**config.mk**
```make
export PLATFORM = sky130hd
export DESIGN_NAME = buffer_admission_ctl
export DESIGN_NICKNAME = d
export VERILOG_FILES = /design/src/logic/buffer_admission_pkg.sv /design/src/logic/queue_service_arbiter.sv /design/src/logic/buffer_admission_ctl.sv
export VERILOG_INCLUDE_DIRS = /design/src /design/src/logic
export SDC_FILE = /design/constraint.sdc
export NUM_CORES = 1
export LEC_CHECK = 0
export ABC_AREA = 1
export CAP_MARGIN = 30
export CORE_MARGIN = 2
export CORE_UTILIZATION = 52
export CTS_CLUSTER_DIAMETER = 150
export DETAILED_ROUTE_END_ITERATION = 8
export DONT_BUFFER_PORTS = 1
export GPL_ROUTABILITY_DRIVEN = 0
export GPL_TIMING_DRIVEN = 0
export PLACE_DENSITY = 0.67
export SLEW_MARGIN = 20
export SYNTH_ARGS = -nofsm -noshare
export SYNTH_HDL_FRONTEND = slang
export SYNTH_SLANG_ARGS = --single-unit
```
**constraint.sdc**
```tcl
create_clock -name clk_sys -period 7.8 [get_ports clk_sys]
set_input_delay 0.78 -clock clk_sys [delete_from_list [all_inputs] [get_ports clk_sys]]
set_output_delay 0.78 -clock clk_sys [all_outputs]
set_load 0.01 [all_outputs]
```
**src/logic/buffer_admission_map.svh**
```systemverilog
/*
  Constants of the buffer admission block: register indices, field
  positions, reset values and fixed counts. Included by bare name.
*/
`ifndef BUFFER_ADMISSION_MAP_SVH
`define BUFFER_ADMISSION_MAP_SVH

// ----------------------------------------------------------------
// Register indices (byte address is four times the index)
// ----------------------------------------------------------------
`define BA_ADDR_W 16
`define BA_IDX_CFG 14'h1c00
`define BA_IDX_DROP 14'h1c01
`define BA_IDX_PAUSE 14'h1c02
`define BA_IDX_RESUME 14'h1c03
`define BA_IDX_CNT0 14'h1c05
`define BA_IDX_STATUS 14'h1c0f

// ----------------------------------------------------------------
// Configuration fields
// ----------------------------------------------------------------
`define BA_CFG_TEST 6
`define BA_CFG_FIXED 5
`define BA_CFG_PACE_HI 4
`define BA_CFG_PACE_LO 2
`define BA_CFG_YELLOW 1
`define BA_CFG_RED 0

// ----------------------------------------------------------------
// Reset values and counts
// ----------------------------------------------------------------
`define BA_CFG_RST 7'h00
`define BA_DROP_RST 16'h4964
`define BA_PAUSE_RST 16'h213c
`define BA_RESUME_RST 16'h0307
`define BA_CNT_TEST 32'h7ffffffc
`define BA_CNT_MAX 32'hffffffff
`define BA_ACTIVE_BUFS 10'h024
`define BA_BUF_BYTES 128
`define BA_WRR_W0 4'h1
`define BA_WRR_W1 4'h2
`define BA_WRR_W2 4'h3
`define BA_WRR_W3 4'h4

`endif

```
**src/logic/buffer_admission_pkg.sv**
```systemverilog
/*
  Types of the buffer admission block.
  Assumes nothing of its surroundings.
*/
package buffer_admission_pkg;
  typedef enum logic {FLOW_RUN = 1'b0, FLOW_HELD = 1'b1} flow_state_type;
  typedef enum logic [1:0] {
    COLOR_GREEN = 2'h0,
    COLOR_YELLOW = 2'h1,
    COLOR_RED = 2'h2
  } color_type;
  // Buffer counts, one buffer is 128 bytes
  typedef logic [9:0] usage_type;
  typedef logic [7:0] level_type;
endpackage

```
**src/logic/queue_service_arbiter.sv**
```systemverilog
/*
  Output queue arbiter of one switch port: fixed priority or weighted
  round robin over four queues.
  Assumes q_req and q_take come from logic on clk_sys.
*/
`timescale 1ns/10ps
`default_nettype none
`include "buffer_admission_map.svh"

module queue_service_arbiter (
  // Clock and reset
  input wire logic clk_sys,
  input wire logic rst_n,
  // Mode
  input wire logic fixed_prio,
  // Queues
  input wire logic [3:0] q_req,
  input wire logic q_take,
  output logic [3:0] q_grant
);
  import buffer_admission_pkg::*;

  logic [3:0] grant_r, grant_nxt;
  logic [1:0] ptr_r, ptr_nxt;
  logic [3:0] credit_r, credit_nxt;

  function automatic logic [3:0] weight(input logic [1:0] q);
    case (q)
      2'h0: weight = `BA_WRR_W0;
      2'h1: weight = `BA_WRR_W1;
      2'h2: weight = `BA_WRR_W2;
      default: weight = `BA_WRR_W3;
    endcase
  endfunction

  // ----------------------------------------------------------------
  // Queue selection
  // ----------------------------------------------------------------
  always_comb begin
    logic [1:0] n;
    n = ptr_r;
    grant_nxt = 4'h0;
    ptr_nxt = ptr_r;
    credit_nxt = credit_r;
    if (q_take && (|q_req)) begin
      if (fixed_prio) begin
        for (int k = 0; k < 4; k++) begin
          if (q_req[k]) begin
            n = 2'(k);
          end
        end
        grant_nxt = 4'h1 << n;
      end else if (q_req[ptr_r] && (credit_r != 4'h0)) begin
        grant_nxt = 4'h1 << ptr_r;
        credit_nxt = credit_r - 4'h1;
      end else begin
        for (int k = 4; k > 0; k--) begin
          if (q_req[2'(ptr_r + 2'(k))]) begin
            n = 2'(ptr_r + 2'(k));
          end
        end
        grant_nxt = 4'h1 << n;
        ptr_nxt = n;
        credit_nxt = weight(n) - 4'h1;
      end
    end
  end

  always_ff @(posedge clk_sys or negedge rst_n) begin
    if (!rst_n) begin
      grant_r <= 4'h0;
      ptr_r <= 2'h0;
      credit_r <= 4'h0;
    end else begin
      grant_r <= grant_nxt;
      ptr_r <= ptr_nxt;
      credit_r <= credit_nxt;
    end
  end

  assign q_grant = grant_r;

  a_fixed_order: assert property (@(posedge clk_sys) disable iff (!rst_n)
    q_take && fixed_prio && q_req[3] |=> q_grant == 4'h8)
    else $error("fixed priority did not serve top queue");

endmodule
`default_nettype wire

```
**src/logic/buffer_admission_ctl.sv**
```systemverilog
/*
  Buffer admission and flow control of a three port switch: threshold
  registers, per port drop decisions, pause and resume requests, drop
  counters and egress queue servicing, with an Avalon-MM slave.
  Assumes buffer usage, requests and colors come from logic on clk_sys.
*/
// Notes on behaviour
// - Counter test set: a read loads the drop counter with 7FFF_FFFC instead.
// - Queue servicing bit set gives fixed priority; clear gives weighted round robin.
// - Config bits 4,3,2 enable egress pacing on ports 2,1,0.
// - Yellow drop set: yellow packets go to random discard.
// - Red drop set: red packets are discarded.
// - A port with 36 buffers in use is active; active count picks levels.
// - All levels count buffers of 128 bytes.
// - Two or three active ports: drop at low drop level, reset 49h.
// - One active port: drop at high drop level, reset 64h.
// - Pause at pause level: low 21h with two or more, high 3Ch otherwise.
// - Resume at resume level: low 03h with two or more, high 07h otherwise.
// - Per port drop counters count dropped packets and clear when read.
`timescale 1ns/10ps
`default_nettype none
`include "buffer_admission_map.svh"

module buffer_admission_ctl (
  // Clock and reset
  input wire logic clk_sys,
  input wire logic rst_n,
  // Avalon-MM register slave
  input wire logic [`BA_ADDR_W-1:0] avs_address,
  input wire logic avs_read,
  input wire logic avs_write,
  input wire logic [31:0] avs_writedata,
  output logic [31:0] avs_readdata,
  output logic avs_waitrequest,
  // Ingress admission
  input wire buffer_admission_pkg::usage_type buf_used [3],
  input wire logic [2:0] alloc_req,
  input wire buffer_admission_pkg::color_type pkt_color [3],
  input wire logic [2:0] rnd_discard,
  output logic [2:0] alloc_grant,
  output logic [2:0] alloc_drop,
  // Flow control
  output logic [2:0] pause_hold,
  output logic [2:0] pause_send,
  output logic [2:0] resume_send,
  // Egress
  output logic [2:0] pace_en,
  input wire logic [3:0] q_req [3],
  input wire logic [2:0] q_take,
  output logic [3:0] q_grant [3]
);
  import buffer_admission_pkg::*;

  logic [6:0] cfg_r, cfg_nxt;
  logic [15:0] drop_lvl_r, drop_lvl_nxt;
  logic [15:0] pause_lvl_r, pause_lvl_nxt;
  logic [15:0] resume_lvl_r, resume_lvl_nxt;
  logic [31:0] readdata_r, readdata_nxt;
  logic waitreq_r, waitreq_nxt;
  logic [31:0] drop_cnt_r [3];
  logic [31:0] drop_cnt_nxt [3];
  logic [2:0] grant_r, grant_nxt;
  logic [2:0] drop_r, drop_nxt;
  flow_state_type flow_r [3];
  flow_state_type flow_nxt [3];
  logic [2:0] pause_r, pause_nxt;
  logic [2:0] resume_r, resume_nxt;
  logic acc_ack;
  logic [2:0] active;
  logic many;
  level_type drop_lim [3];
  level_type pause_lim [3];
  level_type resume_lim [3];
  logic [2:0] drop_cond;
  logic [2:0] drop_evt;

  function automatic logic hit(input logic [`BA_ADDR_W-1:0] addr, input logic [13:0] idx);
    hit = (addr == {idx, 2'b00});
  endfunction

  function automatic level_type pick(input logic [15:0] lv, input logic low);
    pick = low ? lv[15:8] : lv[7:0];
  endfunction

  function automatic logic at_or_above(input usage_type used, input level_type lim);
    at_or_above = (used >= {2'b00, lim});
  endfunction

  // ----------------------------------------------------------------
  // Level selection
  // ----------------------------------------------------------------
  always_comb begin
    for (int i = 0; i < 3; i++) begin
      active[i] = (buf_used[i] >= `BA_ACTIVE_BUFS);
    end
    many = (active[0] & active[1]) | (active[0] & active[2]) | (active[1] & active[2]);
    for (int i = 0; i < 3; i++) begin
      // Limits are in 128-byte buffers, compared against buffer counts
      drop_lim[i] = pick(drop_lvl_r, many);
      pause_lim[i] = pick(pause_lvl_r, many);
      resume_lim[i] = pick(resume_lvl_r, many);
      drop_cond[i] = at_or_above(buf_used[i], drop_lim[i])
        | ((pkt_color[i] == COLOR_RED) & cfg_r[`BA_CFG_RED])
        | ((pkt_color[i] == COLOR_YELLOW) & cfg_r[`BA_CFG_YELLOW] & rnd_discard[i]);
    end
    drop_evt = alloc_req & drop_cond;
  end

  // ----------------------------------------------------------------
  // Register slave
  // ----------------------------------------------------------------
  assign acc_ack = (avs_read | avs_write) & ~waitreq_r;

  always_comb begin
    waitreq_nxt = ~((avs_read | avs_write) & waitreq_r);
    cfg_nxt = cfg_r;
    drop_lvl_nxt = drop_lvl_r;
    pause_lvl_nxt = pause_lvl_r;
    resume_lvl_nxt = resume_lvl_r;
    readdata_nxt = 32'h0;
    if (acc_ack && avs_write) begin
      if (hit(avs_address, `BA_IDX_CFG)) begin
        cfg_nxt = avs_writedata[6:0];
      end
      if (hit(avs_address, `BA_IDX_DROP)) begin
        drop_lvl_nxt = avs_writedata[15:0];
      end
      if (hit(avs_address, `BA_IDX_PAUSE)) begin
        pause_lvl_nxt = avs_writedata[15:0];
      end
      if (hit(avs_address, `BA_IDX_RESUME)) begin
        resume_lvl_nxt = avs_writedata[15:0];
      end
    end
    if (avs_read && waitreq_r) begin
      if (hit(avs_address, `BA_IDX_CFG)) begin
        readdata_nxt = {25'h0, cfg_r};
      end
      if (hit(avs_address, `BA_IDX_DROP)) begin
        readdata_nxt = {16'h0, drop_lvl_r};
      end
      if (hit(avs_address, `BA_IDX_PAUSE)) begin
        readdata_nxt = {16'h0, pause_lvl_r};
      end
      if (hit(avs_address, `BA_IDX_RESUME)) begin
        readdata_nxt = {16'h0, resume_lvl_r};
      end
      for (int i = 0; i < 3; i++) begin
        if (hit(avs_address, `BA_IDX_CNT0 + 14'(i))) begin
          readdata_nxt = drop_cnt_r[i];
        end
      end
      if (hit(avs_address, `BA_IDX_STATUS)) begin
        readdata_nxt = {26'h0, pause_r | {flow_r[2] == FLOW_HELD, flow_r[1] == FLOW_HELD,
          flow_r[0] == FLOW_HELD}, active};
      end
    end
  end

  always_ff @(posedge clk_sys or negedge rst_n) begin
    if (!rst_n) begin
      waitreq_r <= 1'b1;
      readdata_r <= 32'h0;
      cfg_r <= `BA_CFG_RST;
      drop_lvl_r <= `BA_DROP_RST;
      pause_lvl_r <= `BA_PAUSE_RST;
      resume_lvl_r <= `BA_RESUME_RST;
    end else begin
      waitreq_r <= waitreq_nxt;
      readdata_r <= readdata_nxt;
      cfg_r <= cfg_nxt;
      drop_lvl_r <= drop_lvl_nxt;
      pause_lvl_r <= pause_lvl_nxt;
      resume_lvl_r <= resume_lvl_nxt;
    end
  end

  // ----------------------------------------------------------------
  // Drop counters
  // ----------------------------------------------------------------
  // Clearing subtracts the value just returned, so drops that land
  // between the snapshot and the clear are kept.
  always_comb begin
    logic [31:0] base;
    base = 32'h0;
    for (int i = 0; i < 3; i++) begin
      base = drop_cnt_r[i];
      if (acc_ack && avs_read && hit(avs_address, `BA_IDX_CNT0 + 14'(i))) begin
        if (cfg_r[`BA_CFG_TEST]) begin
          base = `BA_CNT_TEST;
        end else begin
          base = drop_cnt_r[i] - readdata_r;
        end
      end
      if (drop_evt[i] && (base != `BA_CNT_MAX)) begin
        base = base + 32'h1;
      end
      drop_cnt_nxt[i] = base;
    end
  end

  always_ff @(posedge clk_sys or negedge rst_n) begin
    if (!rst_n) begin
      for (int i = 0; i < 3; i++) begin
        drop_cnt_r[i] <= 32'h0;
      end
    end else begin
      for (int i = 0; i < 3; i++) begin
        drop_cnt_r[i] <= drop_cnt_nxt[i];
      end
    end
  end

  // ----------------------------------------------------------------
  // Admission and flow control
  // ----------------------------------------------------------------
  always_comb begin
    grant_nxt = alloc_req & ~drop_cond;
    drop_nxt = drop_evt;
    pause_nxt = 3'h0;
    resume_nxt = 3'h0;
    for (int i = 0; i < 3; i++) begin
      flow_nxt[i] = flow_r[i];
      case (flow_r[i])
        FLOW_RUN: begin
          if (at_or_above(buf_used[i], pause_lim[i])) begin
            flow_nxt[i] = FLOW_HELD;
            pause_nxt[i] = 1'b1;
          end
        end
        FLOW_HELD: begin
          if (buf_used[i] <= {2'b00, resume_lim[i]}) begin
            flow_nxt[i] = FLOW_RUN;
            resume_nxt[i] = 1'b1;
          end
        end
        default: begin
          flow_nxt[i] = FLOW_RUN;
        end
      endcase
    end
  end

  always_ff @(posedge clk_sys or negedge rst_n) begin
    if (!rst_n) begin
      grant_r <= 3'h0;
      drop_r <= 3'h0;
      pause_r <= 3'h0;
      resume_r <= 3'h0;
      for (int i = 0; i < 3; i++) begin
        flow_r[i] <= FLOW_RUN;
      end
    end else begin
      grant_r <= grant_nxt;
      drop_r <= drop_nxt;
      pause_r <= pause_nxt;
      resume_r <= resume_nxt;
      for (int i = 0; i < 3; i++) begin
        flow_r[i] <= flow_nxt[i];
      end
    end
  end

  // ----------------------------------------------------------------
  // Egress queue servicing
  // ----------------------------------------------------------------
  for (genvar g = 0; g < 3; g++) begin : gen_port
    queue_service_arbiter u_arb (
      .clk_sys(clk_sys),
      .rst_n(rst_n),
      .fixed_prio(cfg_r[`BA_CFG_FIXED]),
      .q_req(q_req[g]),
      .q_take(q_take[g]),
      .q_grant(q_grant[g])
    );
  end

  // ----------------------------------------------------------------
  // Outputs
  // ----------------------------------------------------------------
  assign avs_readdata = readdata_r;
  assign avs_waitrequest = waitreq_r;
  assign alloc_grant = grant_r;
  assign alloc_drop = drop_r;
  assign pause_send = pause_r;
  assign resume_send = resume_r;
  assign pace_en = cfg_r[`BA_CFG_PACE_HI:`BA_CFG_PACE_LO];
  always_comb begin
    for (int i = 0; i < 3; i++) begin
      pause_hold[i] = (flow_r[i] == FLOW_HELD);
    end
  end

  // ----------------------------------------------------------------
  // Checks
  // ----------------------------------------------------------------
  a_test_load: assert property (@(posedge clk_sys) disable iff (!rst_n)
    acc_ack && avs_read && cfg_r[`BA_CFG_TEST] && hit(avs_address, `BA_IDX_CNT0)
      && !drop_evt[0] |=> drop_cnt_r[0] == `BA_CNT_TEST)
    else $error("counter test read did not load test value");

  a_clear_read: assert property (@(posedge clk_sys) disable iff (!rst_n)
    acc_ack && avs_read && !cfg_r[`BA_CFG_TEST] && hit(avs_address, `BA_IDX_CNT0)
      && !drop_evt[0] && !$past(drop_evt[0]) |=> drop_cnt_r[0] == 32'h0)
    else $error("drop counter not cleared by read");

  a_pace_map: assert property (@(posedge clk_sys) disable iff (!rst_n)
    acc_ack && avs_write && hit(avs_address, `BA_IDX_CFG)
      |=> pace_en == $past(avs_writedata[4:2]))
    else $error("pacing enables do not follow config write");

  a_red_drop: assert property (@(posedge clk_sys) disable iff (!rst_n)
    alloc_req[0] && pkt_color[0] == COLOR_RED && cfg_r[`BA_CFG_RED]
      |=> alloc_drop[0] && !alloc_grant[0])
    else $error("red packet admitted");

  a_yellow_pass: assert property (@(posedge clk_sys) disable iff (!rst_n)
    alloc_req[0] && pkt_color[0] == COLOR_YELLOW && !cfg_r[`BA_CFG_YELLOW]
      && buf_used[0] < {2'b00, drop_lvl_r[15:8]} && buf_used[0] < {2'b00, drop_lvl_r[7:0]}
      |=> alloc_grant[0])
    else $error("yellow packet dropped with yellow drop off");

  a_low_drop: assert property (@(posedge clk_sys) disable iff (!rst_n)
    alloc_req[0] && (active[1] || active[2]) && buf_used[0] >= `BA_ACTIVE_BUFS
      && buf_used[0] >= {2'b00, drop_lvl_r[15:8]} |=> alloc_drop[0])
    else $error("low drop level not enforced");

  a_high_drop: assert property (@(posedge clk_sys) disable iff (!rst_n)
    alloc_req[0] && !active[1] && !active[2] && buf_used[0] < {2'b00, drop_lvl_r[7:0]}
      && pkt_color[0] == COLOR_GREEN |=> alloc_grant[0])
    else $error("high drop level not used with one port active");

  a_pause_set: assert property (@(posedge clk_sys) disable iff (!rst_n)
    !pause_hold[0] && buf_used[0] >= {2'b00, pause_lim[0]}
      |=> pause_send[0] && pause_hold[0] ##1 !pause_send[0])
    else $error("pause not sent at pause level");

  a_hold_resume: assert property (@(posedge clk_sys) disable iff (!rst_n)
    pause_hold[0] && buf_used[0] > {2'b00, resume_lim[0]}
      |=> pause_hold[0] && !resume_send[0])
    else $error("resume sent above resume level");

  a_bus_answer: assert property (@(posedge clk_sys) disable iff (!rst_n)
    (avs_read || avs_write) && avs_waitrequest |=> !avs_waitrequest ##1 avs_waitrequest)
    else $error("bus answer not exactly one cycle");

endmodule
`default_nettype wire

```
==> results of run 1 <==
## final timing paths
check                                start               to  slack, ps  cells past startpoint
max reg2reg                avs_readdata[0]   drop_cnt_r[55]       3960                     20
min reg2reg                  drop_lvl_r[3]    drop_lvl_r[3]        480                      2
min                                  rst_n  pause_lvl_r[13]         50                      0
min in group clk_sys             avs_write  avs_waitrequest        270                      1
max                           buf_used[13]   drop_cnt_r[64]       3160                     24
max in group asynchronous            rst_n   drop_cnt_r[54]       6670                      2
## what timing repair did
item	in CTS	in global routing
endpoints found under the setup margin	0	0
hold buffers	1	0
endpoints found under the hold margin	211	0
## state kept, by name, summed over array words and instances, names as in the netlist
signal / count
drop_cnt_r: 96
avs_readdata: 32
drop_lvl_r: 16
pause_lvl_r: 16
resume_lvl_r: 16
gen_port.u_arb.credit_r: 12
gen_port.u_arb.q_grant: 12
cfg_r: 7
gen_port.u_arb.ptr_r: 6
alloc_drop: 3
alloc_grant: 3
pause_hold: 3
pause_send: 3
resume_send: 3
avs_waitrequest: 1
## report_power, final
group	switching (mW)	leakage, nW	internal [mW]
clock	0.587	0.500	0.924
sequential	0.147	3.02	1.33
combinational	2.23	12.1	1.11
total	2.97	15.7	3.36
## final cells by class
| type | instances | area share [%] |
|---|---|---|
| Timing Repair Buffer | 2 | 0.204 |
| Antenna cell | 1 | 0.00925 |
| Buffer | 76 | 1.87 |
| Clock buffer | 35 | 2.80 |
| Sequential cell | 229 | 21.3 |
| Multi-Input combinational cell | 3139 | 58.9 |
| Tap cell | 615 | 2.85 |
| Clock inverter | 17 | 1.08 |
| Inverter | 792 | 11.0 |
## worst register-to-register path, stage by stage (launching register included)
cell	delay [ps]
dfrtp_1	550
ha_1	310
inv_1	160
fa_1	530
nand3_1	140
nand2_1	160
nand2_1	120
nand2_1	150
nand2_1	120
nand3_1	70
nand3_1	190
o21ai_2	140
nor2_1	160
nand2_1	80
nor2_1	200
nand3_2	150
nand2_4	130
inv_4	70
buf_8	140
nand2_1	60
nand2_1	90
## layout by cell type, fill, tap and decap left out, types with 17 or more instances in the layout
master     instances
nand2_1         1564
inv_1            771
nor2_1           335
nand3_1          274
dfrtp_1          211
o21ai_0          190
ha_1             171
a21oi_1          112
nand4_1          102
xor2_1            56
or2_2             45
clkbuf_1          41
nor3_1            40
clkbuf_16         28
nand2_2           20
o211ai_1          20
buf_6             18
dfstp_2           18
nor2_4            17
## routing by layer
metal	wire, microns	global-route usage (%)
met1	38600	47.5
met3	8180	6.55
met5	23	0
met4	5620	19.2
met2	40200	57.8
## cell families after synthesis
kind of cell / count (synthesis) / synth area share [%]
XOR/XNOR: 67 / 2.33
AND/OR/NAND/NOR: 2471 / 42.2
buffers and inverters: 868 / 13.9
AO/OA/AOI/OAI: 413 / 9.38
multiplexers: 14 / 0.577
adder cells (fa/ha/maj): 174 / 8.74
flip-flops: 229 / 22.9
## stage by stage
stage | std cells | total power, mW | hold slack [ps] | setup WS [ps] | cell area [sq um]
2_1_floorplan | 4236 | 3.97 | 453 | 4090 | 25200
3_3_place_gp | 4851 | 4.69 | 466 | 2690 | 25900
3_5_place_dp | 4851 | 4.73 | 474 | 2650 | 25900
4_1_cts | 4904 | 6.28 | 36.6 | 3220 | 27000
5_1_grt | 4905 | 6.86 | 38.9 | 2800 | 27000
6_report | 4906 | 6.33 | 51.1 | 3160 | 27000
==> metrics.cfg, run 1 <==
[status]
status=finished, final reports clean

[synth]
ys_warn_count=0
avgSynthCellArea_sq_um=5.94
yosys-top-cells-area=nand2_1 23%, dfrtp_1 21%, inv_1 12%
synth.most_common_cell=nand2_1
ys_async_sr_fraction_pct=100
ys.flop_type=dfrtp_1
syn-cell-area_sq_um=25200
yosysUniqueCellTypes=63
synth_edf_count=0
ys_seq_area_share_pct=22.9
yosysTopAreaCell=nand2_1
ys_ff_latch=229
synth_common_cells=1,564 x nand2_1, 771 x inv_1, 335 x nor2_1
synthCells=4236
synth_nets=4519
netlist.area_leader.share_pct=23.3

[global_route]
grt-ovfl-total=0
grt_use_total_pct=36.5
grt_max_degree=212
grt_pass1_vias=24900
grt_pass1_wl_microns=141000
antenna_found_initial=4

[placement]
hpwlAfterDp_microns=75900
port_buffers=0

[clock_tree]
cts_resized=0
cts_root_buffer=clkbuf_16
numCtsBuffers=28
cts_setup_buffers=0
cts_htree_levels=1
cts_tree=built
cts_sinks=229
clk_latency_ps=580
path_clk_slew_ps=60
cts.path.max_buffers=3

[setup_path]
critPathBufInv=4
path_max_fanout=10
critPathKind=in -> reg
start_kind=input port
required_ps=8250
critPathTopFamily=compound AO/OA/AOI/OAI gates
cp_slowest_cell=a21oi_1
cp_common_cell=nand2_1
path_cells=nor2_1, nand2_1, nand2_1, nand3_1, or2_1, nand2_1, buf_4, buf_1, nand2_1, o21ai_0, ha_1, inv_1, a21boi_0, o21a_1, o21ai_0, nand2_1, o21ai_0, o21bai_1, nand2_1, a21oi_1, nand2_4, buf_4, nand2_1, nand2_1
endpoint_kind=flop
cpPeakStageDelay_ps=760
cp.arrival_ps=5100

[detailed_routing]
routed_via_density=5.49
wl_per_cell_microns=18.9
ant_nets=0
drc=0
dr_total_vias=26900
dr.pass1.iters=8
routed_wl_microns=92700
drt_iter0_markers=2668

[floorplan]
initial_core_util_pct=52.7
rows=80
die-area_sq_um=50200
fp.dieW_microns=224
core_sq_um=47700
io_pins=172
die_h_microns=224

[timing]
min_period_over_period_pct=59.5
tightest_slew_ps=964
clock.fmax_mhz=215
rsz0062_at_grt=false
finalCriticalPeriod_ps=4640
fin_setup_tns_ps=0
finalHoldViolCount=0
slew-limit-headroom_pct=35.7
setup_viol=0
slew_viol_final=0
fin_skew_ps=15.1

[layout]
nets=4551
fin_util_pct=56.6
fill_cells=4985
drive_gt1_share_pct=5.94
multi_input_area_sq_um=15900
register_area_sq_um=5750
syn2layout_area_growth_pct=7.48

[power_and_ir_drop]
ir_drop_v=0.000253
p_leak_nw=15.7
powerDensity_nw_per_um2=234

[hold_path]
min_path_type=in -> async

[flow_run]
drv_cap=0

Note: power is estimated with default switching activity, not from simulation.
==> run 2, diff against run 1 <==
ABC_AREA = 0   (was 1)
PLACE_DENSITY = 0.7   (was 0.67)
clock period = 3.8 ns   (was 7.8 ns; I/O delays follow)
==> run 2 against run 1 <==
Compared with the run above:
- the flow now finishes with violations (hold timing, setup timing)
- sequential power up 110%
- synthesized cell count shrank 41%
- critical path type is now reg -> reg
- synthesized area decreased by 18%
- flip-flop and latch count did not move
- total power increased by 97%
- die area down 18%
- utilization up 8.6 points
- global-route usage grew 0.88 points
==> metrics.cfg, run 2 <==
[layout]
nets=2953
syn2layout_area_growth_pct=24.7
largest_reg_flops=96
final_common_cell=nor2_1
layout_common_cells=239 x nor2_1, 198 x dfrtp_1, 194 x nand2_1, 167 x a21oi_1, 141 x ha_1
fin_util_pct=65.3
largest_register=drop_cnt_r
drive_gt1_share_pct=24.2

[placement]
port_buffers=0
hpwlAfterDp_microns=57500
pre_cts_slack_ps=-1550

[power_and_ir_drop]
powerDensity_nw_per_um2=484
internal_power_mw=7.39
total_power_mw=12.5
switching_share_pct=40.7
ir_drop_v=0.000467
power.share.clock_pct=23.3
power_frac_comb_pct=51.9
seqPwrFrac_pct=24.8
p_leak_nw=11.3
power.switching_mw=5.07

[detailed_routing]
routed_via_density=6.83
ant_nets=0
dr_total_vias=22000
drt_iter0_markers=2507
wl_per_cell_microns=24.6
dr.pass1.iters=6
drc=0
routed_wl_microns=79000

[clock_tree]
cts_root_buffer=clkbuf_16
path_clk_slew_ps=60
clk_latency_ps=600
cts_sinks=229
numCtsBuffers=28
cts_tree=built
cts_hold_buffers=27
cts_htree_levels=1
cts.path.max_buffers=3

[synth]
ys_ff_latch=229
ys.flop_type=dfrtp_1
synth_edf_count=0
yosysUniqueCellTypes=99
synth_common_cells=253 x nor2_1, 215 x nand2_1, 211 x dfrtp_1
yosys-top-cells-area=dfrtp_1 26%, ha_1 10%, a21oi_1 4.6%
syn-cell-area_sq_um=20700
netlist.area_leader.share_pct=25.6
synthCells=2492
ys_async_sr_fraction_pct=100
synth.most_common_cell=nor2_1
avgSynthCellArea_sq_um=8.29
ys_warn_count=0
ys_seq_area_share_pct=27.8
yosysTopAreaCell=dfrtp_1
synth_nets=2775

[timing]
fin_setup_tns_ps=-34130
min_period_over_period_pct=114
clock.fmax_mhz=230
setup_ws_ps=-550
setup_viol=95
holdWs_ps=-506
tightest_slew_ps=974
slew-limit-headroom_pct=34.2
rsz0062_at_grt=true
fin_skew_ps=22.3
finalHoldViolCount=229
slew_viol_final=0
finalCriticalPeriod_ps=4350

[floorplan]
die_h_microns=203
die-area_sq_um=41300
initial_core_util_pct=52.4
fp.dieW_microns=203
io_pins=172
core_sq_um=39500
rows=73

[setup_path]
critPathKind=reg -> reg
required_ps=4250
cp.arrival_ps=4800
start_kind=flop
path_max_fanout=6
endpoint_kind=flop
reg2regPathDepth=17

[status]
violations=hold timing, setup timing
status=finished with violations

[global_route]
grt_max_degree=230
grt_pass1_vias=21300
grt_use_total_pct=37.4
grt_pass1_wl_microns=122000
antenna_found_initial=5
grt-ovfl-total=0

[flow_run]
drv_cap=0

[hold_path]
min_path_type=in -> async

-- run 2: cell count changes after synthesis, sizes merged, moves of 44 or more --
cell    change
a21oi      +77
clkbuf     +54
inv       -713
mux2       +69
nand2    -1376
nand2b     +44
nand3     -219
nand4      -61
nor2      -111
o21ai      -53
xnor2      +70
-- run 2: power by group through the flow --
| stage | Sequential [mW] | Clock, mW | Combinational, mW |
|---|---|---|---|
| 6_report | 3.09 | 2.91 | 6.47 |
| 5_1_grt | 3.11 | 3.01 | 6.95 |
| 4_1_cts | 3.07 | 2.91 | 5.79 |
| 3_5_place_dp | 3.10 | 0 | 4.81 |
| 3_3_place_gp | 3.09 | 0 | 4.69 |
| 2_1_floorplan | 2.98 | 0 | 3.82 |
-- run 2: worst max-delay path, cell delays in order, from the launching register on --
cell and delay, ps:
dfrtp_2 430, clkinvlp_4 150, buf_6 140, fa_2 380, a21o_1 210, a311o_2 410, a211oi_2 190, o21bai_1 100
xnor2_1 160, a21oi_2 240, and4_4 270, nand4_1 150, or4_4 660, o21ai_4 200, buf_6 160, buf_12 140
nor4_4 50, xor2_1 160
-- run 2: final timing paths --
| path | from | to | slack [ps] |
|---|---|---|---|
| max | avs_readdata[1] | drop_cnt_r[28] | -550 |
| min | rst_n | drop_cnt_r[20] | -510 |
| max reg2reg | avs_readdata[1] | drop_cnt_r[28] | -550 |
| min reg2reg | gen_port[1].u_arb.credit_r[0] | gen_port[1].u_arb.credit_r[0] | 520 |
| max in group asynchronous | rst_n | resume_lvl_r[1] | 3850 |
| min in group clk_sys | buf_used[29] | alloc_grant[0] | 10 |
-- run 2: what timing repair did --
action / in CTS / in global routing
setup buffers: 105 / 38
gates resized for setup: 290 / 132
gates cloned: 2 / 0
setup endpoints to repair: 96 / 99
pin swaps: 105 / 63
endpoints found under the hold margin: 297 / 229
-- run 2: routing by layer --
metal  up-vias  global-route usage (%)  share of wire (%)
met5         -                   0.357              0.034
met4         4                    23.1                7.6
met3       400                    7.86                 10
met2      1358                    58.9                 44
met1     10500                    46.9                 38
li1       9693                       -                  -
-- run 2: through the flow --
step / instances / area (sq um)
floorplan: 2492 / 21000
global placement: 3017 / 21600
detailed placement: 3021 / 21700
CTS: 3185 / 24900
global route: 3218 / 25800
finish: 3219 / 25800
-- run 2: kinds of logic after synthesis --
logic type	after synthesis	share of synthesized area, %
compound gates	722	23.1
xor+xnor	137	5.81
fa+ha+maj	178	10.8
buf+inv	187	3.60
flops	229	27.8
mux	127	6.67
simple gates	912	22.2
-- run 2: cell type report --
| class | count | area (sq um) |
|---|---|---|
| tap | 525 | 657 |
| buffer | 86 | 591 |
| clock inverter | 13 | 200 |
| inverter | 74 | 304 |
| timing repair buffer | 175 | 1510 |
| sequential | 229 | 5770 |
| multi-input combinational | 2076 | 15900 |
| antenna | 3 | 7.51 |
| fill | 3218 | 13700 |
| clock buffer | 38 | 788 |
